$ cat src/design/spms_params.svh
// Register map, field positions, reset values and counts of the serial port.
`ifndef SPMS_PARAMS_SVH
`define SPMS_PARAMS_SVH

`define SPMS_ADDR_CTRL  8'h00
`define SPMS_ADDR_STAT  8'h04
`define SPMS_ADDR_DATA  8'h08
`define SPMS_ADDR_MASK  8'h0C

`define SPMS_FLAG_DONE  0
`define SPMS_FLAG_MODE_FAULT_FLAG  1
`define SPMS_FLAG_WCOL  2
`define SPMS_FLAG_SSERR 3
`define SPMS_STAT_BUSY  4
`define SPMS_FLAG_W     4

`define SPMS_CTRL_RST   8'h00
`define SPMS_MASK_RST   4'h0
`define SPMS_RATE_NONE  3'h7
`define SPMS_LAST_EDGE  4'hF
`define SPMS_LAST_BIT   4'h7

`endif

$ cat src/design/spms_pkg.sv
// Types shared by the serial port modules.
`default_nettype none
package spms_pkg;

    typedef enum logic [1:0] {
        SPMS_IDLE = 2'b00,
        SPMS_MRUN = 2'b01,
        SPMS_SRUN = 2'b10
    } spms_state_t;

    typedef struct packed {
        logic       select_disable;
        logic       en;
        logic       master;
        logic       clock_polarity;
        logic       clock_phase;
        logic [2:0] rate;
    } spms_ctrl_t;

    typedef struct packed {
        logic [2:0] s1;
        logic [2:0] s2;
    } spms_sync_t;

    typedef struct packed {
        logic [6:0] cnt;
    } spms_rate_t;

endpackage
`default_nettype wire

$ cat src/design/spms_rate_if.sv
// Link between the port core and its bit-rate generator.
`default_nettype none
interface spms_rate_if;
    logic [2:0] code;
    logic       run;
    logic       tick;
    modport gen  (input code, input run, output tick);
    modport user (output code, output run, input tick);
endinterface
`default_nettype wire

$ cat src/design/spms_rate_gen.sv
// Master bit-rate generator: one tick per half period of the serial clock.
`default_nettype none
`include "spms_params.svh"
module spms_rate_gen (
    input  wire logic  clk,
    input  wire logic  rst_n,
    spms_rate_if.gen   rif
);
    spms_pkg::spms_rate_t s_q;
    spms_pkg::spms_rate_t s_d;
    logic [6:0]           half_m1;
    logic                 hit;

    // A half period is 2^code peripheral clocks, so the full period divides by 2 to 128.
    assign half_m1  = 7'((8'h01 << rif.code) - 8'h01);
    assign hit      = rif.run && (rif.code != `SPMS_RATE_NONE) && (s_q.cnt == half_m1);
    assign rif.tick = hit;

    always_comb begin
        s_d = s_q;
        if (!rif.run || hit) begin
            s_d.cnt = 7'h00;
        end else begin
            s_d.cnt = 7'(s_q.cnt + 7'h01);
        end
    end

    always_ff @(posedge clk or negedge rst_n) begin
        if (!rst_n) begin
            s_q <= '0;
        end else begin
            s_q <= s_d;
        end
    end
endmodule // spms_rate_gen
`default_nettype wire

$ cat src/design/spms_sync.sv
// Two-stage synchroniser for the slave-side serial inputs.
`default_nettype none
module spms_sync (
    input  wire logic       clk,
    input  wire logic       rst_n,
    input  wire logic [2:0] d,
    output logic      [2:0] q
);
    spms_pkg::spms_sync_t s_q;
    spms_pkg::spms_sync_t s_d;

    always_comb begin
        s_d    = s_q;
        s_d.s1 = d;
        s_d.s2 = s_q.s1;
    end

    always_ff @(posedge clk or negedge rst_n) begin
        if (!rst_n) begin
            s_q <= '0;
        end else begin
            s_q <= s_d;
        end
    end

    assign q = s_q.s2;
endmodule // spms_sync
`default_nettype wire

$ cat src/design/spms_top.sv
// Byte-wide full-duplex serial port, master or slave, with an APB register slave.
// Notes on behaviour
// - Bytes shift most significant bit first, eight bits each.
// - Master drives the out line and samples return; slave does the reverse.
// - As master, produce exactly eight serial clock cycles per byte.
// - As slave, float the return line whenever select is high, unless phase and select-disable are both set.
// - As master, a low select raises mode fault against a second master.
// - As master with select disabled, never raise mode fault.
// - As slave with phase and select-disable set, count as always selected.
// - Clearing select-disable leaves a set mode fault untouched.
// - As slave with phase zero, a falling select starts the byte.
// - Rate generator only serves master mode; slave takes the far clock.
// - Rate codes 0 to 6 divide by 2 to 128; code 7 gives none.
// - Control bit chooses master when set, slave when cleared.
// - As master, a data write starts a transfer at once when idle, unless the rate code is 7.
// - At byte end set done flag and copy received byte together.
// - Mode fault sets its flag, interrupts and clears enable and master.
`default_nettype none
`include "spms_params.svh"
module spms_top (
    input  wire logic        pclk,
    input  wire logic        presetn,
    input  wire logic [7:0]  paddr,
    input  wire logic        psel,
    input  wire logic        penable,
    input  wire logic        pwrite,
    input  wire logic [31:0] pwdata,
    output logic      [31:0] prdata,
    output logic             pready,
    output logic             pslverr,
    output logic             irq,
    input  wire logic        sck_i,
    output logic             sck_o,
    output logic             sck_oe_n,
    input  wire logic        mosi_i,
    output logic             mosi_o,
    output logic             mosi_oe_n,
    input  wire logic        miso_i,
    output logic             miso_o,
    output logic             miso_oe_n,
    input  wire logic        ss_n_i
);
    typedef struct packed {
        spms_pkg::spms_state_t        state;
        spms_pkg::spms_ctrl_t         ctrl;
        logic [3:0]                   mask;
        logic [`SPMS_FLAG_W-1:0]      flags;
        logic [7:0]                   tx_buf;
        logic                         tx_pend;
        logic [7:0]                   sh;
        logic [7:0]                   rx_sh;
        logic [7:0]                   rx_data;
        logic [3:0]                   cnt;
        logic                         sck;
        logic                         dout;
        logic                         sck_prev;
        logic                         ss_prev;
        logic [31:0]                  prdata;
    } spms_top_t;

    spms_top_t   s_q;
    spms_top_t   s_d;
    logic [2:0]  sync_q;
    logic        s_sck;
    logic        s_ss_n;
    logic        s_mosi;
    logic        tick;
    logic        sel;
    logic        fault;
    logic        done_p;
    logic        start_p;
    logic        wr_acc;
    logic        wr_data;
    logic        wr_stat;
    logic [7:0]  rx_new;

    spms_rate_if rif ();

    function automatic logic addr_ok(input logic [7:0] a);
        addr_ok = (a == `SPMS_ADDR_CTRL) || (a == `SPMS_ADDR_STAT) ||
                  (a == `SPMS_ADDR_DATA) || (a == `SPMS_ADDR_MASK);
    endfunction

    function automatic logic [31:0] rd_word(input logic [7:0] a, input spms_top_t s);
        rd_word = 32'h0000_0000;
        case (a)
            `SPMS_ADDR_CTRL: rd_word[7:0] = s.ctrl;
            `SPMS_ADDR_STAT: rd_word[`SPMS_STAT_BUSY:0] = {s.state != spms_pkg::SPMS_IDLE, s.flags};
            `SPMS_ADDR_DATA: rd_word[7:0] = s.rx_data;
            `SPMS_ADDR_MASK: rd_word[3:0] = s.mask;
            default:         rd_word = 32'h0000_0000;
        endcase
    endfunction

    // Slave inputs pass two flops before any edge detection.
    spms_sync u_sync (
        .clk   (pclk),
        .rst_n (presetn),
        .d     ({sck_i, ss_n_i, mosi_i}),
        .q     (sync_q)
    );
    assign {s_sck, s_ss_n, s_mosi} = sync_q;

    spms_rate_gen u_rate (
        .clk   (pclk),
        .rst_n (presetn),
        .rif   (rif)
    );
    assign rif.code = s_q.ctrl.rate;
    assign rif.run  = (s_q.state == spms_pkg::SPMS_MRUN);
    assign tick     = rif.tick;

    assign sel     = !s_ss_n || (s_q.ctrl.clock_phase && s_q.ctrl.select_disable);
    assign wr_acc  = psel && penable && pwrite && addr_ok(paddr);
    assign wr_data = wr_acc && (paddr == `SPMS_ADDR_DATA);
    assign wr_stat = wr_acc && (paddr == `SPMS_ADDR_STAT);
    assign fault   = s_q.ctrl.master && s_q.ctrl.en && !s_q.ctrl.select_disable && !s_ss_n;

    always_comb begin
        logic       lead;
        logic       trail;
        logic       bit_in;
        logic [7:0] v;
        lead    = 1'b0;
        trail   = 1'b0;
        bit_in  = 1'b0;
        v       = 8'h00;
        done_p  = 1'b0;
        start_p = 1'b0;
        rx_new  = s_q.rx_sh;
        s_d     = s_q;
        s_d.sck_prev = s_sck;
        s_d.ss_prev  = s_ss_n;
        // Read data is caught in the setup phase so the access phase answers from a flop.
        if (psel && !penable) begin
            s_d.prdata = rd_word(paddr, s_q);
        end
        if (wr_acc && paddr == `SPMS_ADDR_CTRL) begin
            s_d.ctrl = spms_pkg::spms_ctrl_t'(pwdata[7:0]);
            // Only the select error clears here; a pending mode fault stays for software to see.
            if (!s_d.ctrl.en) begin
                s_d.state = spms_pkg::SPMS_IDLE;
                s_d.cnt   = 4'h0;
                s_d.flags[`SPMS_FLAG_SSERR] = 1'b0;
            end
        end
        if (wr_stat) begin
            s_d.flags = s_q.flags & ~pwdata[`SPMS_FLAG_W-1:0];
        end
        if (wr_acc && paddr == `SPMS_ADDR_MASK) begin
            s_d.mask = pwdata[3:0];
        end
        if (wr_data) begin
            if (s_q.state != spms_pkg::SPMS_IDLE) begin
                s_d.flags[`SPMS_FLAG_WCOL] = 1'b1;
            end else if (s_q.ctrl.master && s_q.ctrl.en && s_q.ctrl.rate != `SPMS_RATE_NONE) begin
                start_p   = 1'b1;
                s_d.state = spms_pkg::SPMS_MRUN;
                s_d.cnt   = 4'h0;
                s_d.sck   = s_q.ctrl.clock_polarity;
                s_d.tx_pend = 1'b0;
                if (!s_q.ctrl.clock_phase) begin
                    s_d.dout = pwdata[7];
                    s_d.sh   = {pwdata[6:0], 1'b0};
                end else begin
                    s_d.sh   = pwdata[7:0];
                end
            end else begin
                s_d.tx_buf  = pwdata[7:0];
                s_d.tx_pend = 1'b1;
            end
        end
        unique case (s_q.state)
            spms_pkg::SPMS_IDLE: begin
                if (s_q.ctrl.master) begin
                    s_d.sck = s_q.ctrl.clock_polarity;
                end else if (s_q.ctrl.en && sel) begin
                    // Phase zero starts on the select edge; phase one on the first clock edge.
                    lead = (s_sck != s_q.sck_prev) && (s_sck != s_q.ctrl.clock_polarity);
                    if ((!s_q.ctrl.clock_phase && s_q.ss_prev && !s_ss_n) || (s_q.ctrl.clock_phase && lead)) begin
                        v = s_q.tx_pend ? s_q.tx_buf : s_q.sh;
                        s_d.tx_pend = 1'b0;
                        s_d.dout  = v[7];
                        s_d.sh    = {v[6:0], 1'b0};
                        s_d.state = spms_pkg::SPMS_SRUN;
                        s_d.cnt   = 4'h0;
                    end
                end
            end
            spms_pkg::SPMS_MRUN: begin
                bit_in = miso_i;
                if (tick) begin
                    s_d.sck = !s_q.sck;
                    lead    = (!s_q.sck) != s_q.ctrl.clock_polarity;
                    trail   = !lead;
                    s_d.cnt = 4'(s_q.cnt + 4'h1);
                    if (s_q.cnt == `SPMS_LAST_EDGE) begin
                        done_p    = 1'b1;
                        s_d.state = spms_pkg::SPMS_IDLE;
                    end
                end
            end
            spms_pkg::SPMS_SRUN: begin
                bit_in = s_mosi;
                lead   = (s_sck != s_q.sck_prev) && (s_sck != s_q.ctrl.clock_polarity);
                trail  = (s_sck != s_q.sck_prev) && (s_sck == s_q.ctrl.clock_polarity);
                if (!sel) begin
                    s_d.flags[`SPMS_FLAG_SSERR] = 1'b1;
                    s_d.state = spms_pkg::SPMS_IDLE;
                    lead      = 1'b0;
                    trail     = 1'b0;
                end
            end
            default: begin
                s_d.state = spms_pkg::SPMS_IDLE;
            end
        endcase
        if (s_q.state != spms_pkg::SPMS_IDLE) begin
            // Phase zero samples on leading edges, phase one on trailing edges.
            if (s_q.ctrl.clock_phase ? trail : lead) begin
                rx_new    = {s_q.rx_sh[6:0], bit_in};
                s_d.rx_sh = rx_new;
                if (s_q.state == spms_pkg::SPMS_SRUN) begin
                    s_d.cnt = 4'(s_q.cnt + 4'h1);
                    if (s_q.cnt == `SPMS_LAST_BIT) begin
                        done_p    = 1'b1;
                        s_d.state = spms_pkg::SPMS_IDLE;
                    end
                end
            end else if (s_q.ctrl.clock_phase ? lead : trail) begin
                s_d.dout = s_q.sh[7];
                s_d.sh   = {s_q.sh[6:0], 1'b0};
            end
        end
        if (done_p) begin
            s_d.flags[`SPMS_FLAG_DONE] = 1'b1;
            s_d.rx_data = rx_new;
        end
        // The fault is applied last so it beats a control write in the same cycle.
        if (fault) begin
            s_d.flags[`SPMS_FLAG_MODE_FAULT_FLAG] = 1'b1;
            s_d.ctrl.en     = 1'b0;
            s_d.ctrl.master = 1'b0;
            s_d.state       = spms_pkg::SPMS_IDLE;
            s_d.cnt         = 4'h0;
        end
    end

    always_ff @(posedge pclk or negedge presetn) begin
        if (!presetn) begin
            s_q       <= '0;
            s_q.ctrl  <= spms_pkg::spms_ctrl_t'(`SPMS_CTRL_RST);
            s_q.mask  <= `SPMS_MASK_RST;
            s_q.state <= spms_pkg::SPMS_IDLE;
        end else begin
            s_q <= s_d;
        end
    end

    assign prdata    = s_q.prdata;
    assign pready    = 1'b1;
    assign pslverr   = psel && penable && !addr_ok(paddr);
    assign irq       = |(s_q.flags & s_q.mask);
    assign sck_o     = s_q.sck;
    assign mosi_o    = s_q.dout;
    assign miso_o    = s_q.dout;
    // A slave leaves clock and out line to the far master.
    assign sck_oe_n  = !(s_q.ctrl.en && s_q.ctrl.master);
    assign mosi_oe_n = !(s_q.ctrl.en && s_q.ctrl.master);
    assign miso_oe_n = !(s_q.ctrl.en && !s_q.ctrl.master && sel);

    // Helper counters read only by the checks below.
    logic [4:0] h_edges;
    logic [6:0] h_gap;
    always_ff @(posedge pclk or negedge presetn) begin
        if (!presetn) begin
            h_edges <= 5'h00;
            h_gap   <= 7'h00;
        end else begin
            h_edges <= start_p ? 5'h00 : (s_d.sck != s_q.sck) ? 5'(h_edges + 5'h01) : h_edges;
            h_gap   <= (s_q.state != spms_pkg::SPMS_MRUN || tick) ? 7'h00 : 7'(h_gap + 7'h01);
        end
    end
endmodule // spms_top
`default_nettype wire

$ cat config.mk
export PLATFORM = sky130hd
export DESIGN_NAME = spms_top
export DESIGN_NICKNAME = d
export VERILOG_FILES = /design/src/design/spms_pkg.sv /design/src/design/spms_rate_if.sv /design/src/design/spms_rate_gen.sv /design/src/design/spms_sync.sv /design/src/design/spms_top.sv
export VERILOG_INCLUDE_DIRS = /design/src /design/src/design
export SDC_FILE = /design/constraint.sdc
export NUM_CORES = 1
export LEC_CHECK = 0
export BUFFER_PORTS_ARGS = -buffer_cell sky130_fd_sc_hd__buf_2
export CORE_ASPECT_RATIO = 1.5
export CORE_MARGIN = 10
export CORE_UTILIZATION = 55
export CTS_CLUSTER_SIZE = 28
export DETAILED_ROUTE_END_ITERATION = 16
export MAX_ROUTING_LAYER = met4
export PLACE_DENSITY = 0.91
export REMOVE_ABC_BUFFERS = 1
export SYNTH_ARGS = -nofsm -noshare
export SYNTH_HDL_FRONTEND = slang
export SYNTH_SLANG_ARGS = --single-unit
$ cat constraint.sdc
create_clock -name pclk -period 3.3 [get_ports pclk]
set_input_delay 0.66 -clock pclk [delete_from_list [all_inputs] [get_ports pclk]]
set_output_delay 0.66 -clock pclk [all_outputs]
set_load 0.01 [all_outputs]
==> impl_results.md <==
- Pwr Density: 473 mW/mm^2
- Setup Crit Path Kind: flip-flop to flip-flop
- Final setup vio count: 0
- WL per Instance: 19.2 um
- Crit path buf inv count: 0
- Leak: 2.43 nW
- Synth warnings: 0
- Ys flop type: dfrtp_1
- Worst Setup End Kind: flip-flop
- Non-filler cells, final: 597
- Crit-path cells: nor2_2 -> nand2_1 -> ha_1 -> xnor2_1 -> o211ai_1 -> a2111o_1 -> a31oi_2 -> o2bb2ai_4 -> o22ai_4 -> mux2_1
- Reg power frac: 0.442
- Clock share of power: 0.432
- Synth area leader: dfrtp_1
- CTS tree: built
- FP Rows: 41
- First-pass GRT wire length: 18900 um
- Max-cap violations: 0
- Largest net degree at the start of global routing: 81
- Post-Route Setup TNS: 0 ns
- CTS Buffer Depth: 2
- Layout area overhead: 11.2%
- Clk sinks: 80
- NetSw: 0.000645 W
- Final hold vios: 0
- Max-slew violation count: 0
- Sw frac: 0.264
- # IOs: 90
- Post-synth EDFFs: 0
- RSZ-0062 raised after global routing: no
- Most common cell after layout, fill and taps aside: dfrtp_1
- Rel. slew slack: 0.343
- Layout cells sized above 1: 0.227
- Worst Setup SP: rif.code[1]
- Clock period minus final worst setup slack: 3.09 ns
- Worst-Margin Slew: 0.985 ns
- CTS H-tree lvls: 3
- Die width: 95.1 um
- Synth Cell Area: 0.00465 mm^2
- GRT overflow: 0
- Worst R2R End: s_q[40]
- Reg2reg setup slack: 0.21 ns
- CTS clk-pin slew, worst paths: 0.06 ns
- Root buf cell: clkbuf_16
- Peak Freq: 324 MHz
- Combinational power share: 0.126
- Seq/Total Area, Yosys: 0.431
- Starting Density: 0.559
- Residual DRC: 0
- Share of the synthesized area in the top cell type: 0.431
- Routability cong.: 0.935
- Crit path depth: 10
- CP peak stage delay: 0.45 ns
- R2R Path Start: rif.code[1]
- Most frequent cells in the layout: dfrtp_1, nand2_1, buf_2
- Synthesis-stage register bit count: 80
- Vias: 3699
- Skew-Pair Late Insertion Delay: 0.36 ns
- Synth Instances: 451
- Worst EP arrival: 3.33 ns
- Via density: 6.20
- Die Area: 0.0126 mm^2
- Worst Path Max Fanout: 9
- Yosys cell types: 70
- Final Net Count: 542
- Num CTS Buffers: 9
- Startpoint types: flip-flop
- ANT cells: 0
- IO buf count: 40
- Initial antenna violation count: 0
- Placed Area: 0.00483 mm^2
- Post-route ant nets: 0
- Internal power: 0.00180 W
- First-pass DRT Iterations: 5
- Fin area: 0.00517 mm^2
- Status: completed
- CP Data Required Time: 3.53 ns
- Clk_skew: 0.0133 ns
- Worst VDD drop: 0.376 mV
- Initial DRC count: 391
- Crit path capture: s_q[40]
- Total power: 0.00245 W
- Die height: 133 um
- Hold WS: 0.347 ns
- FFs w/ async S/R, synth: 1.00
- FF-to-FF path depth: 10
- Ranking of synthesized cells by area: dfrtp_1, buf_4, mux2_4, mux2i_1, nand2_1
- Worst hold path class: flip-flop to flip-flop
- Syn_area_per_cell: 10.3 um^2
- Top Family by Delay on Critical Path: compound AO/OA/AOI/OAI gates
- Detail Placement HPWL: 8250 um
- Number of global-route vias before repair: 3949
- Total Routing Usage GR: 0.194
- Fin crit share: 0.937
- Core box area: 0.00831 mm^2
- Routed Wire Length: 11500 um
- Placed Cells: 582
- Slowest stage cell, crit path: a2111o_1
- WHS Path Cells: 0
- CTS Hold Bufs: 0
-- routing by layer --
metal | GRT usage | vias to the layer above | wire length, um
met1 | 0.208 | 1790 | 4220
met5 | - | - | 0
met4 | 0.129 | 0 | 556
met2 | 0.312 | 205 | 5780
li1 | - | 1648 | -
met3 | 0.0413 | 56 | 899
-- power groups by stage --
| stage | clock (W) | combinational (W) | sequential [W] |
|---|---|---|---|
| after floorplan | 0 | 0.000177 | 0.00109 |
| after global placement | 0 | 0.000281 | 0.00109 |
| after detailed placement | 0 | 0.000295 | 0.00109 |
| after CTS | 0.00106 | 0.000298 | 0.00108 |
| after global routing | 0.00111 | 0.000341 | 0.00109 |
| final | 0.00106 | 0.000308 | 0.00108 |
-- sequential cells by signal (all words and copies together) (netlist names) --
| signal | count |
|---|---|
| prdata | 8 |
| miso_o | 1 |
| u_sync.s_d | 3 |
| u_sync.q | 3 |
| rif.code | 3 |
| s_q | 54 |
| u_rate.s_q | 7 |
| sck_o | 1 |
-- through the flow --
stage                     setup slack [ns]  utilization
after floorplan                      0.115            -
after global placement               0.105        0.581
after detailed placement            0.0552        0.581
after CTS                           0.0357        0.618
after global routing                0.0401        0.622
final                                0.209        0.622
-- Yosys cell counts, types with 7 or more instances --
cell type	instances
o21ai_0	24
o211ai_1	10
nor2_1	22
clkbuf_1	11
a22o_1	8
buf_4	35
a21oi_1	17
ha_1	7
dfrtp_1	80
inv_1	17
nand3_1	10
nand2_1	46
mux2_4	14
mux2_2	15
xnor2_1	8
mux2i_1	18
-- cell type report --
cell class,count,area (um^2)
Fill cell,645,3140
Clock buffer,10,229
Multi-Input combinational cell,323,2340
Timing Repair Buffer,55,319
Tap cell,107,134
Inverter,17,63.8
Clock inverter,5,82.6
Sequential cell,80,2000
-- what timing repair did --
item                                    4_1_cts  5_1_grt
resized for setup                             0        4
endpoints found under the setup margin        0        8
setup buffers                                 0        0
-- kinds of logic after synthesis --
kind of cell               synth area share
other                               0.00162
buffers and inverters                0.0902
DFF                                   0.431
xor gates and xnor gates             0.0207
AOI/OAI and AO/OA                     0.171
adders and majority gates            0.0188
and+or+nand+nor                       0.139
muxes                                 0.128
-- worst min-delay path by stage --
stage / end / startpoint
finish: u_sync.q[2] / u_sync.s_d[2]
global route: u_sync.q[0] / u_sync.s_d[0]
CTS: u_sync.q[2] / u_sync.s_d[2]
detailed placement: u_sync.q[2] / u_sync.s_d[2]
global placement: u_sync.q[2] / u_sync.s_d[2]
floorplan: u_sync.q[0] / u_sync.s_d[0]
No activity file was read; power rests on OpenSTA's default activity.
